<file path="src/verilog/pdm_pkg.sv">
// package for the power-down mode controller
package pdm_pkg;
  localparam logic [15:0] ADDR_STANDBY_CONTROL  = 16'hFDE4;
  localparam logic [15:0] ADDR_SYS_CLK_CONTROL  = 16'hFDE6;
  localparam logic [15:0] ADDR_MSTOP_A          = 16'hFDE8;
  localparam logic [15:0] ADDR_MSTOP_B          = 16'hFDE9;
  localparam logic [15:0] ADDR_MSTOP_C          = 16'hFDEA;
  localparam logic [15:0] ADDR_LOW_POWER_CTRL   = 16'hFDEC;
  localparam logic [15:0] ADDR_MODE_STATUS      = 16'hFDEE;

  localparam logic [7:0] RST_STANDBY_CONTROL = 8'h08;
  localparam logic [7:0] RST_SYS_CLK_CONTROL = 8'h00;
  localparam logic [7:0] RST_MSTOP_A         = 8'h3F;
  localparam logic [7:0] RST_MSTOP_B         = 8'hFF;
  localparam logic [7:0] RST_MSTOP_C         = 8'hFF;
  localparam logic [7:0] RST_LOW_POWER_CTRL  = 8'h00;
  localparam logic [7:0] STANDBY_WMASK       = 8'hF8;
  localparam logic [7:0] ZERO_BYTE           = 8'h00;

  localparam int SOFTWARE_STANDBY_SELECT_BIT  = 7;
  localparam int OPE_BIT   = 3;
  localparam int SCK_SEL_HI = 2;
  localparam int SCK_SEL_LO = 0;
  // module stop bit positions
  localparam int MSTP_DTC  = 6;
  localparam int MSTP_TPU  = 5;
  localparam int MSTP_PPG  = 3;
  localparam int MSTP_SCI  = 5;
  localparam int MSTP_PWM  = 1;
  localparam int MSTP_ADC  = 2;
  localparam int MSTP_CAN  = 3;

  typedef enum logic [2:0] {
    PDM_HIGH_SPEED   = 3'b000,
    PDM_MEDIUM_SPEED = 3'b001,
    PDM_SLEEP        = 3'b010,
    PDM_SW_STANDBY   = 3'b011,
    PDM_HW_STANDBY   = 3'b100
  } pdm_mode_t;

  typedef struct packed {
    logic clk_run;
    logic cpu_run;
    logic cpu_slow;
    logic irq_run;
    logic wdt_run;
    logic wdt_rst;
    logic dtc_run;
    logic dtc_rst;
    logic tpu_run;
    logic ppg_run;
    logic pbc_run;
    logic sci_rst;
    logic pwm_rst;
    logic adc_rst;
    logic can_rst;
    logic io_hold;
    logic io_hiz;
    logic can_reg_block;
  } pdm_ctl_t;
endpackage

</file>
<file path="src/verilog/pdm_power_down_mode_control.sv">
// power-down mode controller: registers, mode state and module controls
//
// Added by the designer: the address-and-strobe port.
`timescale 1ns/100ps
`default_nettype none
// Notes on behaviour
// reset and hardware standby load standby 0x08
// software standby keeps standby register unchanged
// standby select bit kept across interrupt wakeups
// sleep picks mode from the standby select bit only
// halted-retained modules stop but keep registers
// halted-reset modules reinitialise registers and state
// outside both standby modes, only modules with stop bit set halt
// medium speed blocks can register access
// clock runs except in both standby modes
// cpu slow medium, halted sleep/standby, undefined hw
// interrupts work except in hardware standby
// serial pwm adc can reset when stopped/standby
// dtc slow medium, retained stop, reset hardware
// pins hold soft standby, float hardware; ram kept
// watchdog retained soft standby, reset hardware
// timer, bus unit, pattern retained when stopped
module pdm_power_down_mode_control (
  input  wire logic        sys_clk,
  input  wire logic        rst_n,
  input  wire logic [15:0] reg_addr,
  input  wire logic [7:0]  reg_wdata,
  input  wire logic        reg_wr,
  input  wire logic        reg_rd,
  input  wire logic        sleep_exec,
  input  wire logic        wake_irq,
  input  wire logic        hw_standby_n,
  output logic [7:0]       reg_rdata,
  output pdm_pkg::pdm_ctl_t ctl
);

  typedef struct packed {
    logic [7:0]         sby;
    logic [7:0]         sck;
    logic [7:0]         mstp_a;
    logic [7:0]         mstp_b;
    logic [7:0]         mstp_c;
    logic [7:0]         lpwr;
    pdm_pkg::pdm_mode_t mode;
    logic [7:0]         rdata;
    pdm_pkg::pdm_ctl_t  ctl;
  } pdm_state_t;

  pdm_state_t state_reg;
  pdm_state_t state_next;

  function automatic logic addr_hit(input logic [15:0] a, input logic [15:0] ref_a);
    addr_hit = (a == ref_a);
  endfunction

  function automatic pdm_pkg::pdm_ctl_t mode_ctl(
    input pdm_pkg::pdm_mode_t m,
    input logic [7:0]         ma,
    input logic [7:0]         mb,
    input logic [7:0]         mc
  );
    pdm_pkg::pdm_ctl_t c;
    logic hw;
    logic sw;
    logic slp;
    c   = '0;
    hw  = (m == pdm_pkg::PDM_HW_STANDBY);
    sw  = (m == pdm_pkg::PDM_SW_STANDBY);
    slp = (m == pdm_pkg::PDM_SLEEP);
    c.clk_run  = !(hw || sw);
    c.cpu_run  = !(hw || sw || slp);
    c.cpu_slow = (m == pdm_pkg::PDM_MEDIUM_SPEED);
    c.irq_run  = !hw;
    c.wdt_run  = !(hw || sw);
    c.wdt_rst  = hw;
    c.dtc_run  = !(hw || sw || ma[pdm_pkg::MSTP_DTC]);
    c.dtc_rst  = hw;
    c.tpu_run  = !(hw || sw || ma[pdm_pkg::MSTP_TPU]);
    c.ppg_run  = !(hw || sw || ma[pdm_pkg::MSTP_PPG]);
    c.pbc_run  = !(hw || sw);
    c.sci_rst  = hw || sw || mb[pdm_pkg::MSTP_SCI];
    c.pwm_rst  = hw || sw || mc[pdm_pkg::MSTP_PWM];
    c.adc_rst  = hw || sw || mb[pdm_pkg::MSTP_ADC];
    c.can_rst  = hw || sw || mc[pdm_pkg::MSTP_CAN];
    c.io_hold  = sw;
    c.io_hiz   = hw;
    c.can_reg_block = (m == pdm_pkg::PDM_MEDIUM_SPEED);
    return c;
  endfunction

  always_comb begin
    state_next       = state_reg;
    state_next.rdata = pdm_pkg::ZERO_BYTE;
    if (!hw_standby_n) begin
      state_next.sby    = pdm_pkg::RST_STANDBY_CONTROL;
      state_next.sck    = pdm_pkg::RST_SYS_CLK_CONTROL;
      state_next.mstp_a = pdm_pkg::RST_MSTOP_A;
      state_next.mstp_b = pdm_pkg::RST_MSTOP_B;
      state_next.mstp_c = pdm_pkg::RST_MSTOP_C;
      state_next.lpwr   = pdm_pkg::RST_LOW_POWER_CTRL;
      state_next.mode   = pdm_pkg::PDM_HW_STANDBY;
    end else begin
      if (reg_wr && !state_reg.ctl.io_hiz) begin
        if (addr_hit(reg_addr, pdm_pkg::ADDR_STANDBY_CONTROL))
          state_next.sby = reg_wdata & pdm_pkg::STANDBY_WMASK;
        if (addr_hit(reg_addr, pdm_pkg::ADDR_SYS_CLK_CONTROL))
          state_next.sck = reg_wdata;
        if (addr_hit(reg_addr, pdm_pkg::ADDR_MSTOP_A))
          state_next.mstp_a = reg_wdata;
        if (addr_hit(reg_addr, pdm_pkg::ADDR_MSTOP_B))
          state_next.mstp_b = reg_wdata;
        if (addr_hit(reg_addr, pdm_pkg::ADDR_MSTOP_C))
          state_next.mstp_c = reg_wdata;
        if (addr_hit(reg_addr, pdm_pkg::ADDR_LOW_POWER_CTRL))
          state_next.lpwr = reg_wdata;
      end
      unique case (state_reg.mode)
        pdm_pkg::PDM_HIGH_SPEED, pdm_pkg::PDM_MEDIUM_SPEED: begin
          if (sleep_exec) begin
            if (state_reg.sby[pdm_pkg::SOFTWARE_STANDBY_SELECT_BIT])
              state_next.mode = pdm_pkg::PDM_SW_STANDBY;
            else
              state_next.mode = pdm_pkg::PDM_SLEEP;
          end else if (state_reg.sck[pdm_pkg::SCK_SEL_HI:pdm_pkg::SCK_SEL_LO] != 3'h0) begin
            state_next.mode = pdm_pkg::PDM_MEDIUM_SPEED;
          end else begin
            state_next.mode = pdm_pkg::PDM_HIGH_SPEED;
          end
        end
        pdm_pkg::PDM_SLEEP, pdm_pkg::PDM_SW_STANDBY: begin
          if (wake_irq)
            state_next.mode = pdm_pkg::PDM_HIGH_SPEED;
        end
        pdm_pkg::PDM_HW_STANDBY: begin
          state_next.mode = pdm_pkg::PDM_HIGH_SPEED;
        end
        default: begin
          state_next.mode = pdm_pkg::PDM_HIGH_SPEED;
        end
      endcase
      if (reg_rd) begin
        if (addr_hit(reg_addr, pdm_pkg::ADDR_STANDBY_CONTROL))
          state_next.rdata = state_reg.sby;
        else if (addr_hit(reg_addr, pdm_pkg::ADDR_SYS_CLK_CONTROL))
          state_next.rdata = state_reg.sck;
        else if (addr_hit(reg_addr, pdm_pkg::ADDR_MSTOP_A))
          state_next.rdata = state_reg.mstp_a;
        else if (addr_hit(reg_addr, pdm_pkg::ADDR_MSTOP_B))
          state_next.rdata = state_reg.mstp_b;
        else if (addr_hit(reg_addr, pdm_pkg::ADDR_MSTOP_C))
          state_next.rdata = state_reg.mstp_c;
        else if (addr_hit(reg_addr, pdm_pkg::ADDR_LOW_POWER_CTRL))
          state_next.rdata = state_reg.lpwr;
        else if (addr_hit(reg_addr, pdm_pkg::ADDR_MODE_STATUS))
          state_next.rdata = {5'h0_0, state_reg.mode};
      end
    end
    state_next.ctl = mode_ctl(state_next.mode, state_next.mstp_a,
                              state_next.mstp_b, state_next.mstp_c);
  end

  always_ff @(posedge sys_clk) begin
    if (!rst_n) begin
      state_reg.sby    <= pdm_pkg::RST_STANDBY_CONTROL;
      state_reg.sck    <= pdm_pkg::RST_SYS_CLK_CONTROL;
      state_reg.mstp_a <= pdm_pkg::RST_MSTOP_A;
      state_reg.mstp_b <= pdm_pkg::RST_MSTOP_B;
      state_reg.mstp_c <= pdm_pkg::RST_MSTOP_C;
      state_reg.lpwr   <= pdm_pkg::RST_LOW_POWER_CTRL;
      state_reg.mode   <= pdm_pkg::PDM_HIGH_SPEED;
      state_reg.rdata  <= pdm_pkg::ZERO_BYTE;
      state_reg.ctl    <= mode_ctl(pdm_pkg::PDM_HIGH_SPEED, pdm_pkg::RST_MSTOP_A,
                                   pdm_pkg::RST_MSTOP_B, pdm_pkg::RST_MSTOP_C);
    end else begin
      state_reg <= state_next;
    end
  end

  assign reg_rdata = state_reg.rdata;
  assign ctl       = state_reg.ctl;

endmodule
`default_nettype wire
</file>
<file path="config.mk">
export PLATFORM = sky130hd
export DESIGN_NAME = pdm_power_down_mode_control
export DESIGN_NICKNAME = d
export VERILOG_FILES = /design/src/verilog/pdm_pkg.sv /design/src/verilog/pdm_power_down_mode_control.sv
export SDC_FILE = /design/constraint.sdc
export NUM_CORES = 1
export LEC_CHECK = 0
export ABC_AREA = 1
export BUFFER_PORTS_ARGS = -buffer_cell sky130_fd_sc_hd__buf_2
export CAP_MARGIN = 25
export CORE_MARGIN = 3
export CORE_UTILIZATION = 50
export CTS_CLUSTER_DIAMETER = 150
export DETAILED_ROUTE_END_ITERATION = 6
export PLACE_DENSITY = 0.83
export SETUP_SLACK_MARGIN = 0.15
export SYNTH_ARGS = -nofsm -noshare
export SYNTH_HDL_FRONTEND = slang
export SYNTH_SLANG_ARGS = --single-unit
</file>
<file path="constraint.sdc">
create_clock -name sys_clk -period 1.4 [get_ports sys_clk]
set_input_delay 0.28 -clock sys_clk [delete_from_list [all_inputs] [get_ports sys_clk]]
set_output_delay 0.28 -clock sys_clk [all_outputs]
set_load 0.05 [all_outputs]
</file>
# Word-level counts from Yosys, hierarchy flattened
# Cells that the tools add are included.
dict set report totals {
  latch_bits 0
  mem_count 0
  mem_bits_rw 0
  word_cells 88
  out_inout_bits 26
  register_bits 69
  romBits 0
}
dict set report classes {
  n_eq_ne 14
  add_sub_neg 0
  n_reduce_logical 30
  div_mod_pow 0
  order_cmp 0
  n_bitwise 1
  shift 0
  muxes 18
  multipliers 0
}
# cell n
set op_table {}
lappend op_table {{16-bit equality test (second input constant)} 7}
lappend op_table {{8-bit two-way mux} 9}
lappend op_table {{34-bit two-way mux} 1}
lappend op_table {{31-bit two-way mux} 1}
lappend op_table {{2-bit AND reduction} 7}
lappend op_table {{3-bit by 2-bit equality test with 1-bit output (second input constant)} 4}
lappend op_table {{1-bit logical OR} 9}
lappend op_table {{3-bit two-way mux} 3}
lappend op_table {{1-bit logical NOT} 7}
lappend op_table {{7-bit two-way mux} 1}
lappend op_table {{3-bit by 1-bit equality test with 1-bit output (second input constant)} 2}
lappend op_table {{3-bit case mux with 2 select lines} 1}
lappend op_table {{2-bit OR reduction} 3}
lappend op_table {{3-bit equality test (second input constant)} 1}
lappend op_table {{3-bit logical NOT} 1}
lappend op_table {{3-bit AND reduction} 1}
lappend op_table {{3-bit nonzero test} 1}
lappend op_table {{1-bit two-way mux} 2}
lappend op_table {{1-bit logical AND} 1}
lappend op_table {{1-bit inverter} 1}

# Depth between registers and ports, before layout
# Gate-level depths: netlist of run 1.
dict set report logic_depth {
  ltp_word 9
  depth_mapped 12
  mapped_depth_nobuf 12
}

# Least setup slack after synthesis of run 1
# No wires, ideal clock.
dict set report synth_timing {
  path_type {in2reg}
  from {input reg_addr[4]}
  to {register, netlist name ctl[5]}
  t_arrival_ns 1.249
  stages 12
  setup_slack_ns 0.018
  setup_time_ns 0.134
  cell_sequence {inv_1 -> nand2_2 -> nor2_8 -> nand2_2 -> nor2_4 -> nand2_2 -> inv_2 -> nand2_2 -> inv_2 -> nand2_1 -> o21ai_1 -> nand3_1}
}
dict set report synth_between {
  elab_chain_len 5
}
# element line
set synth_rtl {}
lappend synth_rtl {{from (decl)} pdm_power_down_mode_control.sv:26} ;# input wire logic [15:0] reg_addr,
lappend synth_rtl {{16-bit equality test} pdm_power_down_mode_control.sv:53} ;# addr_hit = (a == ref_a);
lappend synth_rtl {{8-bit two-way mux} pdm_power_down_mode_control.sv:112} ;# if (addr_hit(reg_addr, pdm_pkg::ADDR_MSTOP_C))
lappend synth_rtl {{31-bit two-way mux} pdm_power_down_mode_control.sv:103} ;# if (reg_wr && !state_reg.ctl.io_hiz) begin
lappend synth_rtl {{34-bit two-way mux} pdm_power_down_mode_control.sv:94} ;# if (!hw_standby_n) begin
lappend synth_rtl {{1-bit logical OR} pdm_power_down_mode_control.sv:82} ;# c.pwm_rst = hw || sw || mc[pdm_pkg::MSTP_PWM];
# Every way passes these cells.
# A chain may end at the register's enable or synchronous reset.

# Worst setup path in the final report of run 1
dict set report layout_timing {
  from {register, netlist name ctl[1]}
  to {register, netlist name ctl[6]}
}
dict set report layout_between {
  elab_chain_len 5
}
# element line
set layout_rtl {}
lappend layout_rtl {{1-bit logical NOT} pdm_power_down_mode_control.sv:103}
lappend layout_rtl {{1-bit logical AND} pdm_power_down_mode_control.sv:103}
lappend layout_rtl {{31-bit two-way mux} pdm_power_down_mode_control.sv:103}
lappend layout_rtl {{34-bit two-way mux} pdm_power_down_mode_control.sv:94}
lappend layout_rtl {{1-bit logical OR} pdm_power_down_mode_control.sv:81} ;# c.sci_rst = hw || sw || mb[pdm_pkg::MSTP_SCI];
# Every way passes these cells.

==> run_results.csv, run 1 <==
group,metric,value,unit
power,p_sw,1.06,mW
clock_network,hold_buffers,0,
job,maxCapViolations,0,
floorplan,fp.dieW,87.4,µm
finish,fillers,405,
sta,report.final.slew_viol_count,0,
synth,synth-edff-count,0,
synth,synth_seq_area_share,41.7,%
detailed_routing,routed_via_density,5.79,
clock_network,clk_latency,0.34,ns
power,powerDensity,828,mW/mm²
synth,syn-mean-instance-area,7.61,µm²
synth,netlist_area,0.00331,mm²
synth,synth_ff_type,"dfxtp_1",
sta,fmax,716,MHz
synth,ys.warnings.count,0,
placement,place_ws,-0.237,ns
sta,tightest_slew,0.376,ns
finish,n_antenna_cell,0,
sta,timing.final.crit_period,1.40,ns
floorplan,die_h,87.4,µm
floorplan,initial_core_util,51.8,%
detailed_routing,drt_iter0_drc,404,
finish,final_cells,608,
clock_network,h-tree-depth,3,
floorplan,boundaryPins,57,
synth,yosys.cell_types.count,36,
finish,largest_reg_flops,48,
global_route,antenna_found_initial,0,
clock_network,clockRootBuffer,"clkbuf_8",
placement,placed_cells,569,
power,peakVddDrop,0.000693,V
placement,port_buffers,56,
sta,rsz0062_at_grt,"yes",
worst_setup_path,path_class,"reg -> reg",
worst_setup_path,cp_max_fo,3,
placement,gp_congestion,0.924,
min_path,hp-start,"rst_n",
finish,multi_input_area,0.00192,mm²
finish,drive_above_1_share,47.3,%
detailed_routing,route.detailed.drc,0,
detailed_routing,topRoutingLayerUsed,"met4",
detailed_routing,vias,3519,
worst_setup_path,start_kind,"flip-flop",
run_status,status,"completed",
detailed_routing,wl_met2,5.60,mm
worst_setup_path,critical_path_required,1.60,ns
power,p_int,2.90,mW
detailed_routing,m1WireLength,4.26,mm
power,power.leakage,2.29,nW
power,clkPwrFrac,38.3,%
global_route,grt_pass1_wl,14.6,mm
finish,area_growth,44.6,%
clock_network,cts_buffer_depth,2,
global_route,grt_pass1_vias,3076,
placement,dp_hpwl,6.31,mm
sta,hold_viol_final,0,
worst_setup_path,cp-startpoint,"ctl[1]",
global_route,gr-total-overflow,0,
clock_network,cts.reportedPaths.clkPinSlew,0.07,ns
clock_network,numCtsBuffers,9,
min_path,hold_class,"in -> reg",
synth,async_flop_share,0,%
worst_setup_path,rr_startpoint,"ctl[1]",
detailed_routing,wl_per_cell,18.4,µm
power,power,3.97,mW
global_route,grtUsageTotal,25.0,%
synth,synth_cells,435,
detailed_routing,drtPass1Iterations,6,
sta,slew_headroom,74.6,%
clock_network,cts.sinks,69,
sta,setup_viol,0,
global_route,grt_max_degree,30,
synth,ys_seq_elements,69,
sta,fin_crit_sh,99.8,%
detailed_routing,final_antenna_net_count,0,
floorplan,rows,29,
detailed_routing,routed_wl,11.2,mm
power,p_sw_share,26.8,%
power,p_seq_share,49.9,%
floorplan,dieArea,0.00763,mm²
clock_network,cts_tree,"done",
sta,totalNegativeSetupSlack,0,ns
power,power_frac_comb,11.9,%
worst_setup_path,worstPathArrival,1.60,ns
synth,synth_fp_nets,466,
detailed_routing,wl_met3,815,µm
finish,nets,558,
floorplan,core-area,0.00639,mm²
worst_setup_path,crit_path_end_kind,"flip-flop",
sta,fin_ws,0.00264,ns
sta,skew,0.00880,ns
finish,register_area,0.00139,mm²
[metal layers]
layer / global-route usage, % / vias to the layer above
met1: 30.9 / 1664
met5: 0 / -
li1: - / 1584
met2: 41.0 / 203
met3: 6.81 / 68
met4: 10.0 / 0
[cell families after synthesis]
| group | after synthesis | synth area share, % |
|---|---|---|
| simple gates | 205 | 30.2 |
| mux | 1 | 0.302 |
| compound gates | 70 | 13.8 |
| buf+inv | 90 | 14.0 |
| flops | 69 | 41.7 |
[power groups by stage]
stage	clock network, mW	logic, mW	registers (mW)
4_1_cts	1.51	0.392	1.98
5_1_grt	1.62	0.490	1.98
3_3_place_gp	0	0.353	2.02
3_5_place_dp	0	0.360	2.02
6_report	1.52	0.470	1.98
2_1_floorplan	0	0.228	2.02
[worst paths after layout]
kind | end | slack, ns | cells after the start
setup / recovery | ctl[6] | 0.003 | 7
hold / removal | ctl[7] | 0.17 | 2
hold reg to reg | reg_rdata[4] | 0.44 | 2
setup reg to reg | ctl[6] | 0.003 | 7
[worst max-delay path, cell delays in order, from the launching register on]
cell and delay [ns]:
dfxtp_2 0.33, nor2_2 0.09, buf_6 0.13, clkinvlp_4 0.12, buf_4 0.17, buf_4 0.15
o21ai_4 0.15, nand4_1 0.12
[layout by cell type, fill, tap and decap left out, drive strengths merged]
| cell type | count |
|---|---|
| mux2i | 1 |
| o211ai | 16 |
| nand2 | 106 |
| and2 | 1 |
| nand4 | 5 |
| or2 | 2 |
| nor3 | 3 |
| dfxtp | 69 |
| clkinvlp | 3 |
| nor4 | 2 |
| o21ai | 16 |
| a21oi | 19 |
| o2111ai | 5 |
| clkinv | 3 |
| nand3 | 36 |
| a31oi | 1 |
| nor2 | 53 |
| buf | 115 |
| o21a | 1 |
| clkbuf | 13 |
| a211oi | 12 |
| inv | 49 |
[layout make-up]
class / count / share of cell area [%]
clock buffer: 12 / 3.45
timing repair buffer: 116 / 19.6
tap: 77 / 2.01
inverter: 52 / 5.33
multi-input combinational: 279 / 40.2
sequential: 69 / 29.0
clock inverter: 3 / 0.418
[cells in the mapped netlist (2+ instances only)]
| cell | count | area (µm²) |
|---|---|---|
| buf_2 | 4 | 20.0 |
| nor2_4 | 4 | 45.0 |
| inv_1 | 41 | 154 |
| o21ai_0 | 6 | 30.0 |
| or2_1 | 2 | 12.5 |
| buf_1 | 2 | 7.51 |
| nand2_2 | 8 | 50.1 |
| buf_6 | 3 | 33.8 |
| a211oi_1 | 10 | 75.1 |
| inv_2 | 10 | 37.5 |
| nor2_8 | 3 | 60.1 |
| o21ai_1 | 10 | 50.1 |
| nor2_2 | 2 | 12.5 |
| nand3_1 | 35 | 175 |
| buf_4 | 26 | 195 |
| clkbuf_1 | 3 | 11.3 |
| nand4_2 | 2 | 25.0 |
| a211oi_2 | 2 | 25.0 |
| dfxtp_1 | 69 | 1380 |
| nor3_1 | 3 | 15.0 |
| a21oi_1 | 19 | 95.1 |
| nand2_1 | 97 | 364 |
| nor2_1 | 42 | 158 |
| o2111ai_1 | 5 | 43.8 |
| o211ai_1 | 15 | 113 |
| nand4_1 | 2 | 12.5 |
[stage by stage]
stage / instance area [µm²] / utilization, % / hold WS [ns]
2_1_floorplan: 3470 / - / 0.352
3_3_place_gp: 3900 / 61.0 / 0.433
3_5_place_dp: 3900 / 61.0 / 0.444
4_1_cts: 4310 / 67.5 / 0.158
5_1_grt: 4790 / 75.0 / 0.158
6_report: 4790 / 75.0 / 0.167
[what timing repair did]
item                                    4_1_cts  5_1_grt
endpoints found under the setup margin       40       57
resized for setup                            31       99
gates cloned                                  2        2
buffers inserted                             12        8
pin swaps                                    12       36
hold endpoints to repair                      0        0
(Power assumes the default switching activity.)
==> run 2: changes to the inputs <==
- CAP_MARGIN: 25 -> unset
- GPL_TIMING_DRIVEN: unset -> 0
==> run 2 against run 1 <==
  * Final area rose by 0.31%
  * Final cell count up 0.49%
  * Flip-flop and latch count is the same
  * Die area stayed put
  * Critical path type unchanged
  * Largest power group unchanged
==> run_results.csv, run 2 (synthesized netlist as in run 1, its figures left out) <==
group,metric,value,unit
placement,port_buffers,56,
worst_setup_path,worstPathArrival,1.63,ns
finish,largest_reg_flops,48,
min_path,hold_class,"in -> reg",
clock_network,hold_buffers,0,
detailed_routing,routed_via_density,5.73,
power,powerDensity,837,mW/mm²
worst_setup_path,reg2reg_to,"ctl[11]",
detailed_routing,vias,3499,
clock_network,cts_buffer_depth,2,
floorplan,fp.dieW,87.4,µm
power,power_frac_comb,12.0,%
finish,utilization,75.2,%
power,peakVddDrop,0.000848,V
sta,slew_headroom,54.2,%
power,power,4.02,mW
floorplan,die_h,87.4,µm
sta,skew,0.00837,ns
sta,report.final.slew_viol_count,0,
global_route,grt_max_degree,11,
worst_setup_path,crit_chain,"nor2_4 -> buf_12 -> nand3_4 -> inv_2 -> nor2_1 -> nor2_1 -> nand2_1 -> nand2_1 -> inv_1",
global_route,grt_pass1_vias,3024,
finish,drive_above_1_share,44.8,%
floorplan,dieArea,0.00763,mm²
worst_setup_path,path_buf_inv,3,
global_route,antenna_found_initial,0,
sta,rsz0062_at_grt,"yes",
power,clkPwrFrac,38.7,%
detailed_routing,wl_per_cell,17.4,µm
worst_setup_path,crit_path_end_kind,"flip-flop",
global_route,grtUsageTotal,24.5,%
detailed_routing,final_antenna_net_count,0,
finish,register_area,0.00139,mm²
sta,fin_crit_sh,99.2,%
worst_setup_path,slowest_stage,"dfxtp_4",
power,p_sw_share,25.4,%
floorplan,rows,29,
worst_setup_path,cp-startpoint,"ctl[1]",
sta,tightest_slew,0.687,ns
finish,mostFrequentLayoutCells,"nand2_1, dfxtp_1, buf_4",
sta,totalNegativeSetupSlack,0,ns
run_status,status,"completed",
worst_setup_path,worstRegToRegCells,9,
placement,place_ws,-0.386,ns
sta,fmax,720,MHz
clock_network,cts_tree,"done",
worst_setup_path,critPathCapture,"ctl[11]",
worst_setup_path,critical_path_required,1.64,ns
clock_network,clockRootBuffer,"clkbuf_8",
power,p_sw,1.02,mW
worst_setup_path,rrSetupSlack,0.01,ns
worst_setup_path,crit_cells,9,
clock_network,cts.sinks,69,
sta,setup_viol,0,
floorplan,initial_core_util,51.8,%
clock_network,cts.reportedPaths.clkPinSlew,0.07,ns
placement,dp_hpwl,6.28,mm
global_route,gr-total-overflow,0,
power,p_int,3.00,mW
sta,fin_ws,0.0118,ns
global_route,grt_pass1_wl,14.4,mm
floorplan,core-area,0.00639,mm²
finish,nets,562,
finish,fillers,413,
power,power.leakage,2.34,nW
placement,gp_congestion,0.977,
worst_setup_path,cp_max_fo,4,
detailed_routing,route.detailed.drc,0,
finish,layout_commonest_cell,"nand2_1",
detailed_routing,drtPass1Iterations,6,
clock_network,clk_latency,0.35,ns
finish,fin_area,0.00480,mm²
floorplan,boundaryPins,57,
finish,n_antenna_cell,0,
worst_setup_path,path_class,"reg -> reg",
sta,timing.final.crit_period,1.39,ns
worst_setup_path,start_kind,"flip-flop",
placement,placed_cell_area,0.00385,mm²
job,maxCapViolations,0,
clock_network,h-tree-depth,3,
sta,hold_viol_final,0,
finish,multi_input_area,0.00183,mm²
worst_setup_path,cp_top_family,"simple AND/OR/NAND/NOR gates",
detailed_routing,drt_iter0_drc,367,
power,p_seq_share,49.3,%
worst_setup_path,rr_startpoint,"ctl[1]",
detailed_routing,routed_wl,10.6,mm
clock_network,numCtsBuffers,9,
worst_setup_path,cp_slowest_stage_delay,0.36,ns
finish,area_growth,45.1,%
## run 2: worst min path at each step
stage                  start            to  cells after the start
2_1_floorplan   hw_standby_n        ctl[1]                      1
3_3_place_gp   state_reg[73]  reg_rdata[4]                      2
3_5_place_dp   state_reg[74]  reg_rdata[5]                      2
4_1_cts                rst_n        ctl[7]                      2
5_1_grt                rst_n        ctl[7]                      2
6_report               rst_n        ctl[7]                      2
## run 2: through the flow
step           hold WS (ns)  instances
4_1_cts               0.141        594
5_1_grt               0.135        611
6_report              0.141        611
3_5_place_dp          0.456        568
3_3_place_gp          0.442        568
2_1_floorplan         0.352        435
## run 2: power by group through the flow
stage	Combinational [mW]	Clock, mW	Sequential (mW)
2_1_floorplan	0.228	0	2.02
3_3_place_gp	0.349	0	2.02
3_5_place_dp	0.356	0	2.02
4_1_cts	0.400	1.56	1.98
5_1_grt	0.508	1.65	1.98
6_report	0.482	1.56	1.98
## run 2: timing repair
item | in CTS | in global routing
gates cloned | 0 | 3
resized for setup | 59 | 96
endpoints found under the hold margin | 0 | 0
buffers inserted | 12 | 14
pin swaps | 9 | 24
setup endpoints to repair | 86 | 72
## run 2: cell type report
| cell class | count | area share, % |
|---|---|---|
| repair buffers | 84 | 15.3 |
| plain buffers | 38 | 6.64 |
| inverters | 52 | 5.31 |
| flip-flops and latches | 69 | 29.0 |
| multi-input cells | 277 | 38.1 |
| well taps | 77 | 2.01 |
| clock buffers | 12 | 3.02 |
| clock inverters | 2 | 0.729 |
## run 2: layer usage
| metal | up-vias | track usage, % | routed length, µm |
|---|---|---|---|
| li1 | 1585 | - | - |
| met4 | 0 | 7.67 | 563 |
| met3 | 66 | 6.62 | 898 |
| met2 | 237 | 40.5 | 5340 |
| met5 | - | 0 | 0 |
| met1 | 1611 | 31.1 | 3830 |
==> run 3: changes to the inputs <==
- ABC_AREA: 1 -> unset
- SKIP_LAST_GASP: unset -> 1
==> run 3 against run 2 <==
  * The run now ends with setup timing left
  * Core utilization is 0.58 points higher
  * Die area decreased by 1.2%
  * Hold slack better by 0.013 ns
  * Final cell count shrank 16%
  * Non-clock buffer count down 7
  * Global-route usage rose by 0.061 points
  * Critical path depth decreased by 3
  * Clock power is 16% higher
  * Critical endpoint is now ctl[4]
  * First-iteration DRC count down 23%
  * Count of clock-buffer cells in the layout shrank 1
==> run_results.csv, run 3 <==
group,metric,value,unit
synth,synth_cells,348,
synth,synth_xor_area_share,0,%
synth,yosysMostFrequentCell,"dfxtp_1",
synth,synth-edff-count,0,
global_route,gr-total-overflow,0,
clock_network,cts.sinks,69,
clock_network,clockRootBuffer,"clkbuf_8",
clock_network,clk_latency,0.36,ns
synth,netlist.top_cell.by_area,"dfxtp_1",
floorplan,boundaryPins,57,
finish,fillers,391,
detailed_routing,drt_iter0_drc,284,
synth,synth_mux_area_share,11.9,%
synth,synth_seq_area_share,42.3,%
power,peakVddDrop,0.000875,V
worst_setup_path,path_class,"reg -> reg",
synth,async_flop_share,0,%
finish,n_antenna_cell,0,
detailed_routing,final_antenna_net_count,0,
finish,area_growth,42.2,%
worst_setup_path,crit_path_end_kind,"flip-flop",
power,powerDensity,923,mW/mm²
sta,report.final.slew_viol_count,0,
floorplan,core-area,0.00613,mm²
synth,synth_common_cells,"dfxtp_1, mux2i_1, nor2_1",
worst_setup_path,start_kind,"flip-flop",
run_status,status,"finished with violations",
synth,synthTopCellsByArea,"dfxtp_1, mux2i_1, buf_4",
min_path,whs_path_depth,2,
power,p_sw,1.11,mW
worst_setup_path,critical_path_required,1.62,ns
finish,nets,466,
sta,totalNegativeSetupSlack,-0.279,ns
sta,tightest_slew,0.599,ns
placement,port_buffers,55,
min_path,hold_class,"in -> reg",
global_route,grt_pass1_vias,2855,
sta,fin_ws,-0.0815,ns
sta,fin_crit_sh,106,%
detailed_routing,wl_per_cell,19.7,µm
finish,largest_reg_flops,48,
detailed_routing,routed_wl,10.1,mm
worst_setup_path,rrSetupSlack,-0.08,ns
power,power,4.29,mW
placement,dp_hpwl,5.90,mm
sta,hold_viol_final,0,
sta,skew,0.00958,ns
sta,setup_viol,10,
power,power_frac_comb,11.7,%
floorplan,initial_core_util,53.3,%
global_route,grt_pass1_wl,14.1,mm
synth,synth_top_family_by_area,"simple AND/OR/NAND/NOR gates",
floorplan,dieArea,0.00754,mm²
clock_network,numCtsBuffers,9,
sta,rsz0062_at_grt,"yes",
finish,mostFrequentLayoutCells,"dfxtp_1, buf_4, buf_6",
synth,synth_simple_gate_area_share,24.4,%
power,clkPwrFrac,42.1,%
global_route,grtUsageTotal,24.6,%
synth,netlist_area,0.00327,mm²
placement,place_ws,-0.438,ns
clock_network,cts_buffer_depth,2,
clock_network,cts.reportedPaths.clkPinSlew,0.07,ns
global_route,antenna_found_initial,0,
detailed_routing,drtPass1Iterations,6,
synth,synthAdderAreaFrac,0,%
synth,synth-compound-area-share,11.7,%
synth,ys.warnings.count,0,
synth,post-synth-top-area-fraction,42.3,%
sta,holdWs,0.154,ns
placement,gp_congestion,0.896,
clock_network,cts_tree,"done",
synth,synth_fp_nets,379,
worst_setup_path,cp_max_fo,8,
floorplan,die_h,86.8,µm
finish,fin_area,0.00465,mm²
worst_setup_path,rr_startpoint,"ctl[1]",
sta,fmax,675,MHz
worst_setup_path,worstPathArrival,1.70,ns
finish,drive_above_1_share,44.8,%
worst_setup_path,worstRegToRegCells,6,
synth,yosys.cell_types.count,58,
sta,slew_headroom,60.1,%
power,p_sw_share,25.9,%
job,maxCapViolations,0,
detailed_routing,routed_via_density,6.03,
min_path,hp-start,"hw_standby_n",
finish,layout_commonest_cell,"dfxtp_1",
min_path,holdPathEnd,"ctl[1]",
clock_network,h-tree-depth,3,
synth,ys_seq_elements,69,
synth,synth_ff_type,"dfxtp_1",
power,p_seq_share,46.2,%
global_route,grt_max_degree,13,
clock_network,hold_buffers,0,
run_status,violations,"setup timing",
floorplan,fp.dieW,86.8,µm
synth,syn-mean-instance-area,9.39,µm²
placement,placed_cell_area,0.00369,mm²
power,p_int,3.18,mW
detailed_routing,route.detailed.drc,0,
power,power.leakage,2.09,nW
sta,timing.final.crit_period,1.48,ns
detailed_routing,vias,3108,
floorplan,rows,28,
worst_setup_path,reg2reg_to,"ctl[4]",
run 3: cell types whose count changed after synthesis, sizes merged, moves of 8 or more:
cell and delta:
o211ai -15, o21ai -8, nand2 -68, mux2i +38, nor2 -10, a211oi -8
inv -46, nand3 -24
run 3: stage by stage:
stage / utilization (%) / instances
2_1_floorplan: - / 348
3_3_place_gp: 60.2 / 478
3_5_place_dp: 60.2 / 478
4_1_cts: 68.7 / 504
5_1_grt: 75.8 / 515
6_report: 75.8 / 515
run 3: area by class of cell:
| cell class | count | area (µm²) | share of cell area, % |
|---|---|---|---|
| buffer | 41 | 345 | 7.43 |
| timing repair buffer | 74 | 623 | 13.4 |
| multi-input combinational | 235 | 1950 | 42.0 |
| tap | 75 | 93.8 | 2.02 |
| clock inverter | 5 | 85.1 | 1.83 |
| clock buffer | 11 | 131 | 2.83 |
| inverter | 5 | 18.8 | 0.404 |
| sequential | 69 | 1400 | 30.1 |
run 3: per-layer routing:
layer / vias to the layer above / routed length [µm] / track usage [%]
met2: 172 / 5030 / 40.2
met1: 1512 / 3840 / 31.4
met5: - / 0 / 0
met4: 0 / 416 / 9.92
met3: 43 / 833 / 5.32
li1: 1381 / - / -
run 3: timing repair:
| item | 4_1_cts | 5_1_grt |
|---|---|---|
| setup endpoints to repair | 87 | 88 |
| endpoints found under the hold margin | 0 | 0 |
| setup buffers | 10 | 9 |
| gates cloned | 0 | 2 |
| pin swaps | 8 | 23 |
| gates resized for setup | 70 | 83 |
run 3: critical path: stages, from the launching register on:
cell and delay [ns]:
dfxtp_2 0.35, nor2b_4 0.15, nor2b_4 0.19, nand4b_1 0.13, buf_6 0.19, mux2i_2 0.22, nand3_1 0.12
run 3: worst max-delay path by stage:
stage	startpoint	end
5_1_grt	ctl[1]	ctl[4]
4_1_cts	ctl[1]	ctl[5]
3_3_place_gp	reg_addr[4]	reg_rdata[0]
2_1_floorplan	reg_addr[9]	ctl[5]
6_report	ctl[1]	ctl[4]
3_5_place_dp	reg_addr[4]	reg_rdata[0]
run 3: kinds of logic (layout without fill, tap and decap cells):
group | count (synthesis) | in the layout
AO/OA/AOI/OAI | 55 | 55
buffers and inverters | 46 | 136
flip-flops | 69 | 69
multiplexers | 39 | 39
AND/OR/NAND/NOR | 139 | 141
run 3: power groups by stage:
stage	Clock (mW)	Sequential (mW)	Combinational, mW
after global placement	0	2.03	0.378
final	1.81	1.98	0.504
after floorplan	0	2.03	0.245
after CTS	1.77	1.98	0.437
after global routing	1.87	1.98	0.528
after detailed placement	0	2.03	0.387
